===== config.mk =====
export PLATFORM = sky130hd
export DESIGN_NAME = xlc_translation_control_regs
export DESIGN_NICKNAME = d
export VERILOG_FILES = /design/src/logic/xlc_pkg.sv /design/src/logic/xlc_field_decode.sv /design/src/logic/xlc_translation_control_regs.sv
export SDC_FILE = /design/constraint.sdc
export NUM_CORES = 1
export LEC_CHECK = 0
export BUFFER_PORTS_ARGS = -buffer_cell sky130_fd_sc_hd__buf_4
export CORE_MARGIN = 3
export CORE_UTILIZATION = 52
export CTS_CLUSTER_DIAMETER = 60
export CTS_CLUSTER_SIZE = 30
export DETAILED_ROUTE_END_ITERATION = 6
export GPL_TIMING_DRIVEN = 0
export PLACE_DENSITY = 0.81
export SLEW_MARGIN = 5
export SYNTH_ARGS = -nofsm -noshare
export SYNTH_HDL_FRONTEND = slang
export SYNTH_SLANG_ARGS = --single-unit

===== constraint.sdc =====
create_clock -name clock -period 11.3 [get_ports clock]
set_clock_uncertainty 0.2 [all_clocks]
set_input_delay 1.695 -clock clock [delete_from_list [all_inputs] [get_ports clock]]
set_output_delay 1.695 -clock clock [all_outputs]
set_load 0.03 [all_outputs]

===== src/logic/xlc_pkg.sv =====
// constants, field layouts and decode types for the translation control bank
// assumes one processor clock; software reaches it by system-register access
//
// Contract
// - low-level walk disable bit faults TLB miss
// - low-level region spans two to (64 minus offset)
// - decode low-level name and host alias name
// - deny EL0; redirect EL2 under host extension
// - trap EL1 reads and writes to EL2
// - cross-name EL3 accesses need explicit synchronisation
// - hypervisor register is 64 bits, reserved bits
// - unknown reset; reads zero without EL2
// - layout selects walk controls or base register
// - hierarchical disable zeroes table permission bits
// - walker ignores descriptor bits 62 to 59
// - dirty update needs enable and access update
// - access flag update bit, zero when absent
// - top byte ignored in EL2 address match
// - zero target top byte before PC load, all ones for host upper range
// - physical size decode, reserved acts as 101
// - granule decode, reserved acts as chosen size
// - walk shareability decode
// - walk cacheability decode for both registers
// - hypervisor low region size from offset field
// - host layout upper zero, two hierarchy disables
// - fields may be cached in TLB entries
package xlc_pkg;

    // system instruction encoding
    localparam logic [1:0] SYS_OP0      = 2'h3;
    localparam logic [3:0] SYS_CRN      = 4'h2;
    localparam logic [3:0] SYS_CRM      = 4'h0;
    localparam logic [2:0] SYS_OP2      = 3'h2;
    localparam logic [2:0] OP1_LOW      = 3'h0;
    localparam logic [2:0] OP1_ALIAS    = 3'h5;
    localparam logic [2:0] OP1_HYP      = 3'h4;

    // exception levels
    localparam logic [1:0] EL0          = 2'h0;
    localparam logic [1:0] EL1          = 2'h1;
    localparam logic [1:0] EL2          = 2'h2;
    localparam logic [1:0] EL3          = 2'h3;

    // field positions, shared tail layout
    localparam int TSZ_LO   = 0;
    localparam int TSZ_W    = 6;
    localparam int WALK_DISABLE_LOW_POS = 7;
    localparam int IRGN_LO  = 8;
    localparam int ORGN_LO  = 10;
    localparam int SH_LO    = 12;
    localparam int TG_LO    = 14;
    localparam int PS_LO    = 16;
    localparam int IPS_LO   = 32;
    // hypervisor layout, host extension clear
    localparam int TBI_POS  = 20;
    localparam int HA_LO_POS = 21;
    localparam int HD_LO_POS = 22;
    localparam int HPD_POS  = 24;
    // host layout
    localparam int EPD1_POS = 23;
    localparam int TBI0_POS = 37;
    localparam int TBI1_POS = 38;
    localparam int HA_HI_POS = 39;
    localparam int HD_HI_POS = 40;
    localparam int HIER_PERM_DISABLE_LOW_POS = 41;
    localparam int HIER_PERM_DISABLE_HIGH_POS = 42;
    localparam int VA_SEL_POS = 55;

    // writable masks and reserved-one pattern
    localparam logic [63:0] LOW_WMASK   = 64'h0000_07F7_FFFF_FFBF;
    localparam logic [63:0] HYP0_WMASK  = 64'h0000_0000_0177_FF3F;
    localparam logic [63:0] HYP0_RES1   = 64'h0000_0000_8080_0000;
    localparam logic [63:0] HYP1_WMASK  = 64'h0000_07F7_FFFF_FFBF;
    localparam logic [63:0] REG_RESET   = 64'h0000_0000_0000_0000;

    // descriptor upper attributes, bits 63:59
    localparam int ATTR_W      = 5;
    localparam logic [4:0] ATTR_KEEP_NS = 5'h10;

    // region size base and top byte values
    localparam logic [6:0] REGION_BASE_LOG2 = 7'h40;
    localparam logic [7:0] TOP_ZERO = 8'h00;
    localparam logic [7:0] TOP_ONE  = 8'hFF;

    // address widths for physical size codes
    localparam logic [5:0] PA_32 = 6'h20;
    localparam logic [5:0] PA_36 = 6'h24;
    localparam logic [5:0] PA_40 = 6'h28;
    localparam logic [5:0] PA_42 = 6'h2A;
    localparam logic [5:0] PA_44 = 6'h2C;
    localparam logic [5:0] PA_48 = 6'h30;

    typedef enum logic [1:0] {GRAN_4K, GRAN_16K, GRAN_64K} xlc_gran_e;
    typedef enum logic [1:0] {SH_NONE, SH_OUTER, SH_INNER} xlc_share_e;
    typedef enum logic [1:0] {
        CA_NONCACHE, CA_WB_ALLOC, CA_WT, CA_WB_NOALLOC
    } xlc_cache_e;
    typedef enum logic {RG_LOW_LEVEL, RG_HYP} xlc_regime_e;
    typedef enum logic [1:0] {TGT_NONE, TGT_LOW, TGT_HYP, TGT_ZERO} xlc_tgt_e;

endpackage


===== src/logic/xlc_field_decode.sv =====
// decodes one region's walk attribute fields into walker terms
// assumes raw field codes from a stored control register; purely combinational
`timescale 1ns/1ps
module xlc_field_decode
    import xlc_pkg::*;
(
    // raw codes
    input  wire logic [2:0]   psCode,
    input  wire logic [1:0]   tgCode,
    input  wire logic [1:0]   shCode,
    input  wire logic [1:0]   orgnCode,
    input  wire logic [1:0]   irgnCode,
    input  wire logic [5:0]   tszCode,
    // decoded
    output xlc_gran_e         granule,
    output xlc_share_e        share,
    output xlc_cache_e        outerCache,
    output xlc_cache_e        innerCache,
    output logic      [5:0]   paBits,
    output logic      [6:0]   regionLog2
);

    always_comb begin
        case (psCode)
            3'h0:    paBits = PA_32;
            3'h1:    paBits = PA_36;
            3'h2:    paBits = PA_40;
            3'h3:    paBits = PA_42;
            3'h4:    paBits = PA_44;
            default: paBits = PA_48;
        endcase
        // reserved granule code falls back to 4KB, readback keeps the code
        case (tgCode)
            2'h1:    granule = GRAN_64K;
            2'h2:    granule = GRAN_16K;
            default: granule = GRAN_4K;
        endcase
        // reserved code is unpredictable; non-shareable is the safe pick
        case (shCode)
            2'h2:    share = SH_OUTER;
            2'h3:    share = SH_INNER;
            default: share = SH_NONE;
        endcase
        outerCache = xlc_cache_e'(orgnCode);
        innerCache = xlc_cache_e'(irgnCode);
        regionLog2 = REGION_BASE_LOG2 - {1'b0, tszCode};
    end

endmodule


===== src/logic/xlc_translation_control_regs.sv =====
// low-level and hypervisor translation control registers with walker taps
// assumes one request per cycle from the system-register pipe, inputs synchronous
`timescale 1ns/1ps
module xlc_translation_control_regs
    import xlc_pkg::*;
#(
    parameter bit HAS_EL2         = 1'b1,
    parameter bit HAS_ACCESS_FLAG = 1'b1,
    parameter bit HAS_DIRTY       = 1'b1
)(
    // clock and reset
    input  wire logic          clock,
    input  wire logic          rst_n,
    // system-register access
    input  wire logic          reqValid,
    input  wire logic          reqWrite,
    input  wire logic [1:0]    reqOp0,
    input  wire logic [2:0]    reqOp1,
    input  wire logic [3:0]    reqCrn,
    input  wire logic [3:0]    reqCrm,
    input  wire logic [2:0]    reqOp2,
    input  wire logic [1:0]    reqEl,
    input  wire logic [63:0]   reqWdata,
    output logic               rspValid,
    output logic [63:0]        rspRdata,
    output logic               rspTrapEl2,
    output logic               rspUndef,
    output logic               rspMiss,
    // configuration from other control registers
    input  wire logic          hostExtension,
    input  wire logic          trapGeneral,
    input  wire logic          readTrapBit,
    input  wire logic          writeTrapBit,
    input  wire logic          nonsecureState,
    // TLB miss
    input  wire logic          tlbMiss,
    input  xlc_regime_e        missRegime,
    input  wire logic          missVaSel,
    output logic               walkStart,
    output logic               xlatFault,
    output logic               walkBaseHigh,
    // descriptor attribute filter
    input  wire logic          descValid,
    input  xlc_regime_e        descRegime,
    input  wire logic          descHigh,
    input  wire logic [4:0]    descAttr,
    output logic               descOutValid,
    output logic [4:0]         descAttrOut,
    // hypervisor program counter load
    input  wire logic          pcLoad,
    input  wire logic [63:0]   pcTarget,
    output logic               pcOutValid,
    output logic [63:0]        pcOut,
    // walker configuration
    output logic               hypTopByteIgnore,
    output logic               hypAccessFlagEn,
    output logic               hypDirtyEn,
    output xlc_gran_e          lowGranule,
    output xlc_share_e         lowShare,
    output xlc_cache_e         lowOuterCache,
    output xlc_cache_e         lowInnerCache,
    output logic [5:0]         lowPaBits,
    output logic [6:0]         lowRegionLog2,
    output xlc_gran_e          hypGranule,
    output xlc_share_e         hypShare,
    output xlc_cache_e         hypOuterCache,
    output xlc_cache_e         hypInnerCache,
    output logic [5:0]         hypPaBits,
    output logic [6:0]         hypRegionLog2
);

    // absent optional bits drop out of the writable masks
    localparam logic [63:0] HdHi = HAS_DIRTY ? 64'h0 : (64'h1 << HD_HI_POS);
    localparam logic [63:0] HaHi =
        HAS_ACCESS_FLAG ? 64'h0 : (64'h1 << HA_HI_POS);
    localparam logic [63:0] HdLo = HAS_DIRTY ? 64'h0 : (64'h1 << HD_LO_POS);
    localparam logic [63:0] HaLo =
        HAS_ACCESS_FLAG ? 64'h0 : (64'h1 << HA_LO_POS);
    localparam logic [63:0] LowMask  = LOW_WMASK & ~HdHi & ~HaHi;
    localparam logic [63:0] Hyp0Mask = HYP0_WMASK & ~HdLo & ~HaLo;
    localparam logic [63:0] Hyp1Mask = HYP1_WMASK & ~HdHi & ~HaHi;

    // reset release
    logic rstMeta;
    logic rstSync;

    always_ff @(posedge clock or negedge rst_n) begin
        if (!rst_n) begin
            rstMeta <= 1'b0;
            rstSync <= 1'b0;
        end else begin
            rstMeta <= 1'b1;
            rstSync <= rstMeta;
        end
    end

    // stored registers and their readback views
    logic [63:0] lowReg;
    logic [63:0] hypReg;
    logic [63:0] hypMask;
    logic [63:0] hypRead;
    logic        e2h;

    always_comb begin
        e2h     = hostExtension & HAS_EL2;
        hypMask = e2h ? Hyp1Mask : Hyp0Mask;
        // bits outside the live layout are hidden, not lost
        hypRead = HAS_EL2 ? ((hypReg & hypMask) | (e2h ? 64'h0 : HYP0_RES1))
                          : 64'h0;
    end

    // access decode
    xlc_tgt_e tgt;
    logic     deny;
    logic     trap;
    logic     sysMatch;

    always_comb begin
        tgt      = TGT_NONE;
        deny     = 1'b0;
        trap     = 1'b0;
        sysMatch = reqOp0 == SYS_OP0 && reqCrn == SYS_CRN
                && reqCrm == SYS_CRM && reqOp2 == SYS_OP2;
        if (sysMatch && reqOp1 == OP1_LOW) begin
            if (reqEl == EL0) begin
                deny = 1'b1;
            end else if (reqEl == EL2 && e2h && nonsecureState) begin
                tgt = TGT_HYP;
            end else begin
                tgt = TGT_LOW;
            end
            if (reqEl == EL1 && HAS_EL2 && nonsecureState
                    && (!e2h || !trapGeneral)) begin
                trap = reqWrite ? writeTrapBit : readTrapBit;
            end
        end else if (sysMatch && reqOp1 == OP1_ALIAS) begin
            if ((reqEl == EL2 || reqEl == EL3) && e2h && nonsecureState) begin
                tgt = TGT_LOW;
            end else begin
                deny = 1'b1;
            end
        end else if (sysMatch && reqOp1 == OP1_HYP) begin
            if (reqEl == EL0 || reqEl == EL1) begin
                deny = 1'b1;
            end else begin
                tgt = HAS_EL2 ? TGT_HYP : TGT_ZERO;
            end
        end
    end

    // register file and response
    logic [63:0] next_lowReg;
    logic [63:0] next_hypReg;
    logic        next_rspValid;
    logic [63:0] next_rspRdata;
    logic        next_rspTrapEl2;
    logic        next_rspUndef;
    logic        next_rspMiss;
    logic        doWrite;

    always_comb begin
        next_lowReg     = lowReg;
        next_hypReg     = hypReg;
        next_rspValid   = reqValid;
        next_rspRdata   = 64'h0;
        next_rspTrapEl2 = reqValid & trap;
        next_rspUndef   = reqValid & deny;
        next_rspMiss    = reqValid & ~sysMatch;
        doWrite         = reqValid & reqWrite & ~deny & ~trap;
        // one access per cycle keeps both names in order; software must
        // still synchronise across names at EL3
        if (doWrite && tgt == TGT_LOW) begin
            next_lowReg = reqWdata & LowMask;
        end
        if (doWrite && tgt == TGT_HYP) begin
            next_hypReg = reqWdata & hypMask;
        end
        if (reqValid && !reqWrite && !deny && !trap) begin
            if (tgt == TGT_LOW) begin
                next_rspRdata = lowReg;
            end else if (tgt == TGT_HYP) begin
                next_rspRdata = hypRead;
            end
        end
    end

    // unknown reset value realised as zero
    always_ff @(posedge clock or negedge rstSync) begin
        if (!rstSync) begin
            lowReg     <= REG_RESET;
            hypReg     <= REG_RESET;
            rspValid   <= 1'b0;
            rspRdata   <= 64'h0;
            rspTrapEl2 <= 1'b0;
            rspUndef   <= 1'b0;
            rspMiss    <= 1'b0;
        end else begin
            lowReg     <= next_lowReg;
            hypReg     <= next_hypReg;
            rspValid   <= next_rspValid;
            rspRdata   <= next_rspRdata;
            rspTrapEl2 <= next_rspTrapEl2;
            rspUndef   <= next_rspUndef;
            rspMiss    <= next_rspMiss;
        end
    end

    // walker, descriptor and PC paths
    logic        next_walkStart;
    logic        next_xlatFault;
    logic        next_walkBaseHigh;
    logic        next_descOutValid;
    logic [4:0]  next_descAttrOut;
    logic        next_pcOutValid;
    logic [63:0] next_pcOut;
    logic        walkOff;
    logic        hier_perm_disable;
    logic        tbiNow;

    always_comb begin
        walkOff           = 1'b0;
        next_walkBaseHigh = 1'b0;
        if (missRegime == RG_LOW_LEVEL) begin
            walkOff = lowReg[WALK_DISABLE_LOW_POS];
        end else if (e2h) begin
            next_walkBaseHigh = missVaSel;
            walkOff = missVaSel ? hypRead[EPD1_POS] : hypRead[WALK_DISABLE_LOW_POS];
        end
        next_walkStart = tlbMiss & ~walkOff;
        next_xlatFault = tlbMiss & walkOff;
        if (descRegime == RG_LOW_LEVEL) begin
            hier_perm_disable = ~descHigh & lowReg[HIER_PERM_DISABLE_LOW_POS];
        end else if (e2h) begin
            hier_perm_disable = descHigh ? hypRead[HIER_PERM_DISABLE_HIGH_POS] : hypRead[HIER_PERM_DISABLE_LOW_POS];
        end else begin
            hier_perm_disable = ~descHigh & hypRead[HPD_POS];
        end
        // table ns bit survives; permission and never-execute bits drop
        next_descAttrOut  = hier_perm_disable ? (descAttr & ATTR_KEEP_NS) : descAttr;
        next_descOutValid = descValid;
        tbiNow = e2h ? (pcTarget[VA_SEL_POS] ? hypRead[TBI1_POS]
                                             : hypRead[TBI0_POS])
                     : hypRead[TBI_POS];
        next_pcOut = pcTarget;
        if (tbiNow) begin
            next_pcOut[63:56] = (e2h && pcTarget[VA_SEL_POS]) ? TOP_ONE
                                                              : TOP_ZERO;
        end
        next_pcOutValid = pcLoad;
    end

    always_ff @(posedge clock or negedge rstSync) begin
        if (!rstSync) begin
            walkStart    <= 1'b0;
            xlatFault    <= 1'b0;
            walkBaseHigh <= 1'b0;
            descOutValid <= 1'b0;
            descAttrOut  <= 5'h00;
            pcOutValid   <= 1'b0;
            pcOut        <= 64'h0;
        end else begin
            walkStart    <= next_walkStart;
            xlatFault    <= next_xlatFault;
            walkBaseHigh <= next_walkBaseHigh;
            descOutValid <= next_descOutValid;
            descAttrOut  <= next_descAttrOut;
            pcOutValid   <= next_pcOutValid;
            pcOut        <= next_pcOut;
        end
    end

    // field decode for both regimes; walker may cache these in TLB entries
    xlc_gran_e  dLowGran;
    xlc_share_e dLowShare;
    xlc_cache_e dLowOuter;
    xlc_cache_e dLowInner;
    logic [5:0] dLowPa;
    logic [6:0] dLowLog2;
    xlc_gran_e  dHypGran;
    xlc_share_e dHypShare;
    xlc_cache_e dHypOuter;
    xlc_cache_e dHypInner;
    logic [5:0] dHypPa;
    logic [6:0] dHypLog2;
    logic [2:0] hypPsCode;

    assign hypPsCode = e2h ? hypRead[IPS_LO +: 3] : hypRead[PS_LO +: 3];

    xlc_field_decode lowDecode (
        .psCode     (lowReg[IPS_LO +: 3]),
        .tgCode     (lowReg[TG_LO +: 2]),
        .shCode     (lowReg[SH_LO +: 2]),
        .orgnCode   (lowReg[ORGN_LO +: 2]),
        .irgnCode   (lowReg[IRGN_LO +: 2]),
        .tszCode    (lowReg[TSZ_LO +: TSZ_W]),
        .granule    (dLowGran),
        .share      (dLowShare),
        .outerCache (dLowOuter),
        .innerCache (dLowInner),
        .paBits     (dLowPa),
        .regionLog2 (dLowLog2)
    );

    xlc_field_decode hypDecode (
        .psCode     (hypPsCode),
        .tgCode     (hypRead[TG_LO +: 2]),
        .shCode     (hypRead[SH_LO +: 2]),
        .orgnCode   (hypRead[ORGN_LO +: 2]),
        .irgnCode   (hypRead[IRGN_LO +: 2]),
        .tszCode    (hypRead[TSZ_LO +: TSZ_W]),
        .granule    (dHypGran),
        .share      (dHypShare),
        .outerCache (dHypOuter),
        .innerCache (dHypInner),
        .paBits     (dHypPa),
        .regionLog2 (dHypLog2)
    );

    always_ff @(posedge clock or negedge rstSync) begin
        if (!rstSync) begin
            hypTopByteIgnore <= 1'b0;
            hypAccessFlagEn  <= 1'b0;
            hypDirtyEn       <= 1'b0;
            lowGranule       <= GRAN_4K;
            lowShare         <= SH_NONE;
            lowOuterCache    <= CA_NONCACHE;
            lowInnerCache    <= CA_NONCACHE;
            lowPaBits        <= PA_32;
            lowRegionLog2    <= REGION_BASE_LOG2;
            hypGranule       <= GRAN_4K;
            hypShare         <= SH_NONE;
            hypOuterCache    <= CA_NONCACHE;
            hypInnerCache    <= CA_NONCACHE;
            hypPaBits        <= PA_32;
            hypRegionLog2    <= REGION_BASE_LOG2;
        end else begin
            hypTopByteIgnore <= e2h ? hypRead[TBI0_POS]
                                    : hypRead[TBI_POS];
            hypAccessFlagEn  <= e2h ? hypRead[HA_HI_POS]
                                    : hypRead[HA_LO_POS];
            hypDirtyEn       <= e2h
                ? (hypRead[HD_HI_POS] & hypRead[HA_HI_POS])
                : (hypRead[HD_LO_POS] & hypRead[HA_LO_POS]);
            lowGranule       <= dLowGran;
            lowShare         <= dLowShare;
            lowOuterCache    <= dLowOuter;
            lowInnerCache    <= dLowInner;
            lowPaBits        <= dLowPa;
            lowRegionLog2    <= dLowLog2;
            hypGranule       <= dHypGran;
            hypShare         <= dHypShare;
            hypOuterCache    <= dHypOuter;
            hypInnerCache    <= dHypInner;
            hypPaBits        <= dHypPa;
            hypRegionLog2    <= dHypLog2;
        end
    end

endmodule


After elaboration in Yosys (flattened, before gate mapping)
Index checks and enable logic that the tools add are counted.
{ "classes": {"n_addsub": 2, "n_mul": 0, "div_mod_pow": 0, "magnitude_cmp": 0, "n_eq_ne": 26, "shifts": 0, "n_mux": 44, "bitwise_logic": 20, "n_reduce_logical": 31} }
{ "ops": {"columns": ["op", "count"], "rows": [
  ["64-bit 2-to-1 mux", 3],
  ["64-bit by 43-bit AND with 64-bit output", 2],
  ["64-bit by 32-bit bitwise OR with 64-bit output", 1],
  ["5-bit case mux with 5 select lines", 2],
  ["43-bit 2-to-1 mux", 1],
  ["32-bit 2-to-1 mux", 1],
  ["1-bit 2-to-1 mux", 23],
  ["2-bit == test, second input constant", 10],
  ["1-bit logical AND", 18],
  ["8-bit 2-to-1 mux", 2],
  ["2-bit case mux with 2 select lines", 4],
  ["3-bit by 2-bit == test with 1-bit output, second input constant", 5],
  ["7-bit by 6-bit subtractor with 7-bit output, first input constant", 2],
  ["1-bit AND", 12],
  ["3-bit == test, second input constant", 4],
  ["2-bit 2-to-1 mux", 6],
  ["3-bit logical NOT", 3],
  ["2-bit by 1-bit == test with 1-bit output, second input constant", 4],
  ["3-bit by 1-bit == test with 1-bit output, second input constant", 2],
  ["1-bit logical NOT", 5],
  ["1-bit inverter", 5],
  ["4-bit by 2-bit == test with 1-bit output, second input constant", 1],
  ["4-bit logical NOT", 1],
  ["4-bit 2-to-1 mux", 1],
  ["other kinds (3)", 5]
]} }
{ "word_totals": {"register_bits": 294, "latch_bits": 0, "ramBits": 0, "romBits": 0, "input_bits": 167, "mem_count": 0} }

Logic depth before layout (Yosys ltp)
{ "logic_depth": {"word_depth": 12, "mapped_depth": 8} }

By module
A second synthesis with hierarchy kept.
{ "hier_totals": {"cells_unflattened": 648, "area_unflattened_um2": 9135.0} }
{ "modules_own_cells": {"columns": ["mod", "instances", "cells_each", "area_each_um2", "seq_area_each_um2"], "rows": [
  ["xlc_translation_control_regs", 1, 582, 8687.1, 6211.0],
  ["xlc_field_decode", 2, 33, 224.0, 0.0]
]} }

Worst setup path after synthesis
Ideal clock, no wire load.
{ "synth_path": {"kind": "input -> register", "start": "input port reqCrm[1]", "end": "register hypReg[10]", "setup_ns": 0.125, "arrival_time_ns": 3.188, "required_time_ns": 10.975, "setup_slack_ns": 7.787, "path_stages": 6, "path_buffers": 2, "path_cell_list": "nor4_2 nand4_2 a2111o_1 buf_6 buf_8 mux2_4"} }
{ "synth_between": {"elab_chain_len": 11, "word_cells_on_any_way": 19} }
{ "synth_lines": {"columns": ["element", "line", "rtl"], "rows": [
  ["from (decl)", "xlc_translation_control_regs.sv:20", "input wire logic [3:0] reqCrm,"],
  ["4-bit logical NOT (*)", "xlc_translation_control_regs.sv:123", "&& reqCrm == SYS_CRM && reqOp2 == SYS_OP2;"],
  ["1-bit logical AND (*) (2 in a row)", "xlc_translation_control_regs.sv:123", null],
  ["1-bit logical AND", "xlc_translation_control_regs.sv:142", "end else if (sysMatch && reqOp1 == OP1_HYP) begin"],
  ["1-bit 2-to-1 mux", "xlc_translation_control_regs.sv:142", null],
  ["1-bit 2-to-1 mux", "xlc_translation_control_regs.sv:136", "end else if (sysMatch && reqOp1 == OP1_ALIAS) begin"],
  ["1-bit 2-to-1 mux", "xlc_translation_control_regs.sv:124", "if (sysMatch && reqOp1 == OP1_LOW) begin"],
  ["1-bit inverter", "xlc_translation_control_regs.sv:169", "doWrite = reqValid & reqWrite & ~deny & ~trap;"],
  ["1-bit AND (2 in a row)", "xlc_translation_control_regs.sv:169", null],
  ["1-bit logical AND (*)", "xlc_translation_control_regs.sv:175", "if (doWrite && tgt == TGT_HYP) begin"],
  ["to (signal assigned)", "xlc_translation_control_regs.sv:199", "hypReg <= next_hypReg;"],
  ["to (decl)", "xlc_translation_control_regs.sv:99", "logic [63:0] hypReg;"]
]} }
Every way passes the cells marked *; elsewhere a longest branch is shown, timed or not.
A chain may end at the register's enable or synchronous reset.

Worst setup path in the final report
{ "layout_path": {"start": "input port reqCrn[3]", "end": "register lowReg[34]"} }
{ "layout_between": {"elab_chain_len": 12, "word_cells_on_any_way": 20} }
{ "layout_lines": {"columns": ["element", "line", "rtl"], "rows": [
  ["from (decl)", "xlc_translation_control_regs.sv:19", "input wire logic [3:0] reqCrn,"],
  ["4-bit by 2-bit == test with 1-bit output (*)", "xlc_translation_control_regs.sv:122", "sysMatch = reqOp0 == SYS_OP0 && reqCrn == SYS_CRN"],
  ["1-bit logical AND (*)", "xlc_translation_control_regs.sv:122", null],
  ["1-bit logical AND (*) (2 in a row)", "xlc_translation_control_regs.sv:123", null],
  ["1-bit logical AND", "xlc_translation_control_regs.sv:142", null],
  ["1-bit 2-to-1 mux", "xlc_translation_control_regs.sv:142", null],
  ["1-bit 2-to-1 mux", "xlc_translation_control_regs.sv:136", null],
  ["1-bit 2-to-1 mux", "xlc_translation_control_regs.sv:124", null],
  ["1-bit inverter", "xlc_translation_control_regs.sv:169", null],
  ["1-bit AND (2 in a row)", "xlc_translation_control_regs.sv:169", null],
  ["1-bit logical AND (*)", "xlc_translation_control_regs.sv:172", "if (doWrite && tgt == TGT_LOW) begin"],
  ["to (signal assigned)", "xlc_translation_control_regs.sv:198", "lowReg <= next_lowReg;"],
  ["to (decl)", "xlc_translation_control_regs.sv:98", "logic [63:0] lowReg;"]
]} }
Marks and branches as above.

==> flow_summary_export.csv <==
group,metric,value,unit
cts,holdBufCountCts,0,
power_and_ir_drop,switchingPower,0.407,mW
timing,tightest_slew,0.772,ns
power_and_ir_drop,internal_power,1.25,mW
cts,clock-sinks,244,
cts,cts_root_buf,"clkbuf_16",
power_and_ir_drop,p_per_area,137,nW/µm²
synth,synth.yosys.warnings,0,
worst_setup_path,crit_path_max_fanout,10,
worst_setup_path,r2r_start,"rstSync",
timing,max-slew-margin-rel,0.482,
synth,synth-edff-count,0,
synth,netlist_instances,632,
timing,hold_viol_final,0,
worst_setup_path,path_delay_family,"simple AND/OR/NAND/NOR gates",
placed_design,place.gp.congestion,0.786,
layout,final_nets,1151,
worst_setup_path,critical_path_class,"primary input to flip-flop",
cts,htree_levels,1,
power_and_ir_drop,ir_drop,0.000145,V
synth,synth.area.top_cells,"dfrtp_1 69%, mux2_1 5.1%, a32oi_1 3.9%",
synth,yosys_register_bits,244,
placed_design,dpl_worst_slack,7.07,ns
synth,syn_area_per_cell,14.0,µm²
synth,yosysMostFrequentCell,"dfrtp_1",
die,dieWidth,136,µm
synth,ys_top_cells_by_count,"242 x dfrtp_1, 51 x nand2_1, 48 x nor2_1, 40 x mux2_1, 39 x a32oi_1",
worst_setup_path,crit_end,"lowReg[34]",
worst_setup_path,start_kind,"primary input",
synth,yosysTopAreaCell,"dfrtp_1",
status,status,"complete, no violations",
worst_setup_path,cp.arrival,3.93,ns
synth,synth_area,8830,µm²
timing,finalSetupTns,0,ns
worst_setup_path,r2r_slack,9.63,ns
worst_setup_path,worst-path-stages,7,
timing,layout_setup_ws,7.51,ns
cts,cts_tree,"done",
layout,multiInputGateArea,2420,µm²
worst_setup_path,ff2ff_path_depth,2,
worst_setup_path,crit_start,"reqCrn[3]",
global_route,grt_pass1_wl,35400,µm
power_and_ir_drop,p_sw_frac,0.245,
global_route,first_global_vias,6453,
cts,clock_path_buffers,3,
layout,seqCellArea,6110,µm²
global_route,grt-ovfl-total,0,
run,max_cap_violations,0,
worst_setup_path,slowest_delay,0.41,ns
power_and_ir_drop,p_seq_frac,0.539,
power_and_ir_drop,design_power_total,1.66,mW
cts,worstSkewPairLatency,0.50,ns
synth,yosysSeqAreaShare,0.692,
worst_setup_path,critical_path_required,11.45,ns
cts,clk_pin_slew,0.11,ns
power_and_ir_drop,leakage,6.33,nW
die,core-area,16600,µm²
power_and_ir_drop,power_frac_clock,0.373,
synth,ys.flop_type,"dfrtp_1",
cts,cts_buffers,16,
die,rows,47,
worst_hold_path,hold_path.class,"flip-flop to async pin",
placed_design,io_buffers,303,
synth,synth_top_cell_area_share,0.686,
route,vias,6162,
layout,layout-drive-gt1-share,0.407,
global_route,grt_start_max_net_pins,71,
worst_setup_path,crit_path_top_delay_cell,"a21oi_2",
worst_setup_path,end_kind,"flip-flop",
timing,max_freq,264,MHz
cts,cts_resized,0,
layout,areaGrowthSynthToFinish,37.1,%
route,viasPerCell,5.08,
synth,synth_cell_types,50,
timing,rsz0062_at_grt,"no",
die,ios,354,
timing,setup_violations,0,
layout,nFillCells,1148,
worst_setup_path,path_buf_inv,2,
die,die-area,18600,µm²
route,routed_wl,23400,µm
timing,min_period,3.79,ns
cts,post_cts_buffers,0,
timing,slew_viol_final,0,
route,final_antenna_net_count,0,
global_route,antenna_found_initial,0,
placed_design,place_hpwl,17200,µm
worst_setup_path,path_cells,"buf_4 -> nor4_2 -> nand4_2 -> a21oi_2 -> nand4b_1 -> buf_2 -> mux2_1",
route,routedWlPerCell,19.3,µm
route,drt_iter0_drc,324,
timing,timing.final.crit_share,0.335,
die,initial_utilization,0.533,
route,drtPass1Iterations,4,
worst_setup_path,reg2reg_to,"lowRegionLog2[6]",
layout,diodes,0,
synth,synth-async-reset-ratio,1.00,
route,drc,0,
power_and_ir_drop,combPwrFrac,0.088,
die,die_y,136,µm
global_route,groute.usage.overall,0.248,
## worst min path at each step
stage / slack (ns) / to
floorplan: 0.13 / rstSync
global placement: 0.14 / rstSync
detailed placement: 0.14 / rstSync
CTS: 0.16 / lowReg[39]
global route: 0.18 / rstSync
finish: 0.14 / hypReg[39]
## registers in the layout, summed over array words and instances, names as in the netlist, 4 cells and up
signal and flops:
hypReg 41, rspRdata 41, pcOut 64, lowRegionLog2 7, descAttrOut 5, lowReg 41, hypPaBits 4, lowPaBits 4
hypRegionLog2 7
## layout make-up
| type | instances | area share |
|---|---|---|
| Clock inverter | 8 | 0.00826 |
| Clock buffer | 20 | 0.0369 |
| Buffer | 59 | 0.0301 |
| Inverter | 9 | 0.00279 |
| Timing Repair Buffer | 306 | 0.195 |
| Sequential cell | 244 | 0.505 |
| Multi-Input combinational cell | 346 | 0.200 |
| Tap cell | 220 | 0.0227 |
## power by group through the flow
stage,logic [mW],registers [mW],clock network [mW]
detailed placement,0.146,0.912,0
global route,0.155,0.896,0.666
finish,0.145,0.894,0.619
floorplan,0.0304,0.949,0
global placement,0.127,0.924,0
CTS,0.146,0.895,0.630
## kinds of logic after synthesis
| logic type | after synthesis | share of synthesized area |
|---|---|---|
| AO/OA/AOI/OAI | 89 | 0.0731 |
| XOR/XNOR | 8 | 0.00793 |
| adder cells (fa/ha/maj) | 2 | 0.00283 |
| buffers and inverters | 68 | 0.0450 |
| flip-flops | 244 | 0.692 |
| multiplexers | 71 | 0.0980 |
| other | 2 | 0.000850 |
| AND/OR/NAND/NOR | 148 | 0.0806 |
## worst reg2reg max path: stages, from the launching register on
cell and delay [ns]:
dfrtp_4 0.87, buf_16 0.35, buf_16 0.31
## stage by stage
stage / instances / util / instance area, µm² / hold slack [ns]
floorplan: 658 / - / 8930 / 0.131
global placement: 1181 / 0.692 / 11500 / 0.136
detailed placement: 1184 / 0.697 / 11600 / 0.140
CTS: 1212 / 0.730 / 12100 / 0.161
global route: 1212 / 0.730 / 12100 / 0.185
finish: 1212 / 0.730 / 12100 / 0.140
## layer usage
| layer | wire length (µm) | GRT usage | vias up |
|---|---|---|---|
| met5 | 0 | 0 | - |
| met4 | 792 | 0.0862 | 0 |
| met3 | 1550 | 0.0507 | 48 |
| met2 | 12400 | 0.451 | 237 |
| met1 | 8640 | 0.292 | 3058 |
| li1 | - | - | 2819 |
## placed cells by master (no fill, tap or decap), types with 17 or more instances in the layout
master / n
conb_1: 28
mux2_1: 40
o21ai_0: 25
nor2_1: 48
clkbuf_1: 20
buf_4: 330
mux2_4: 20
nand2_1: 51
clkbuf_16: 17
dfrtp_1: 241
a32oi_1: 39
Power figures use the tool's default switching activity.
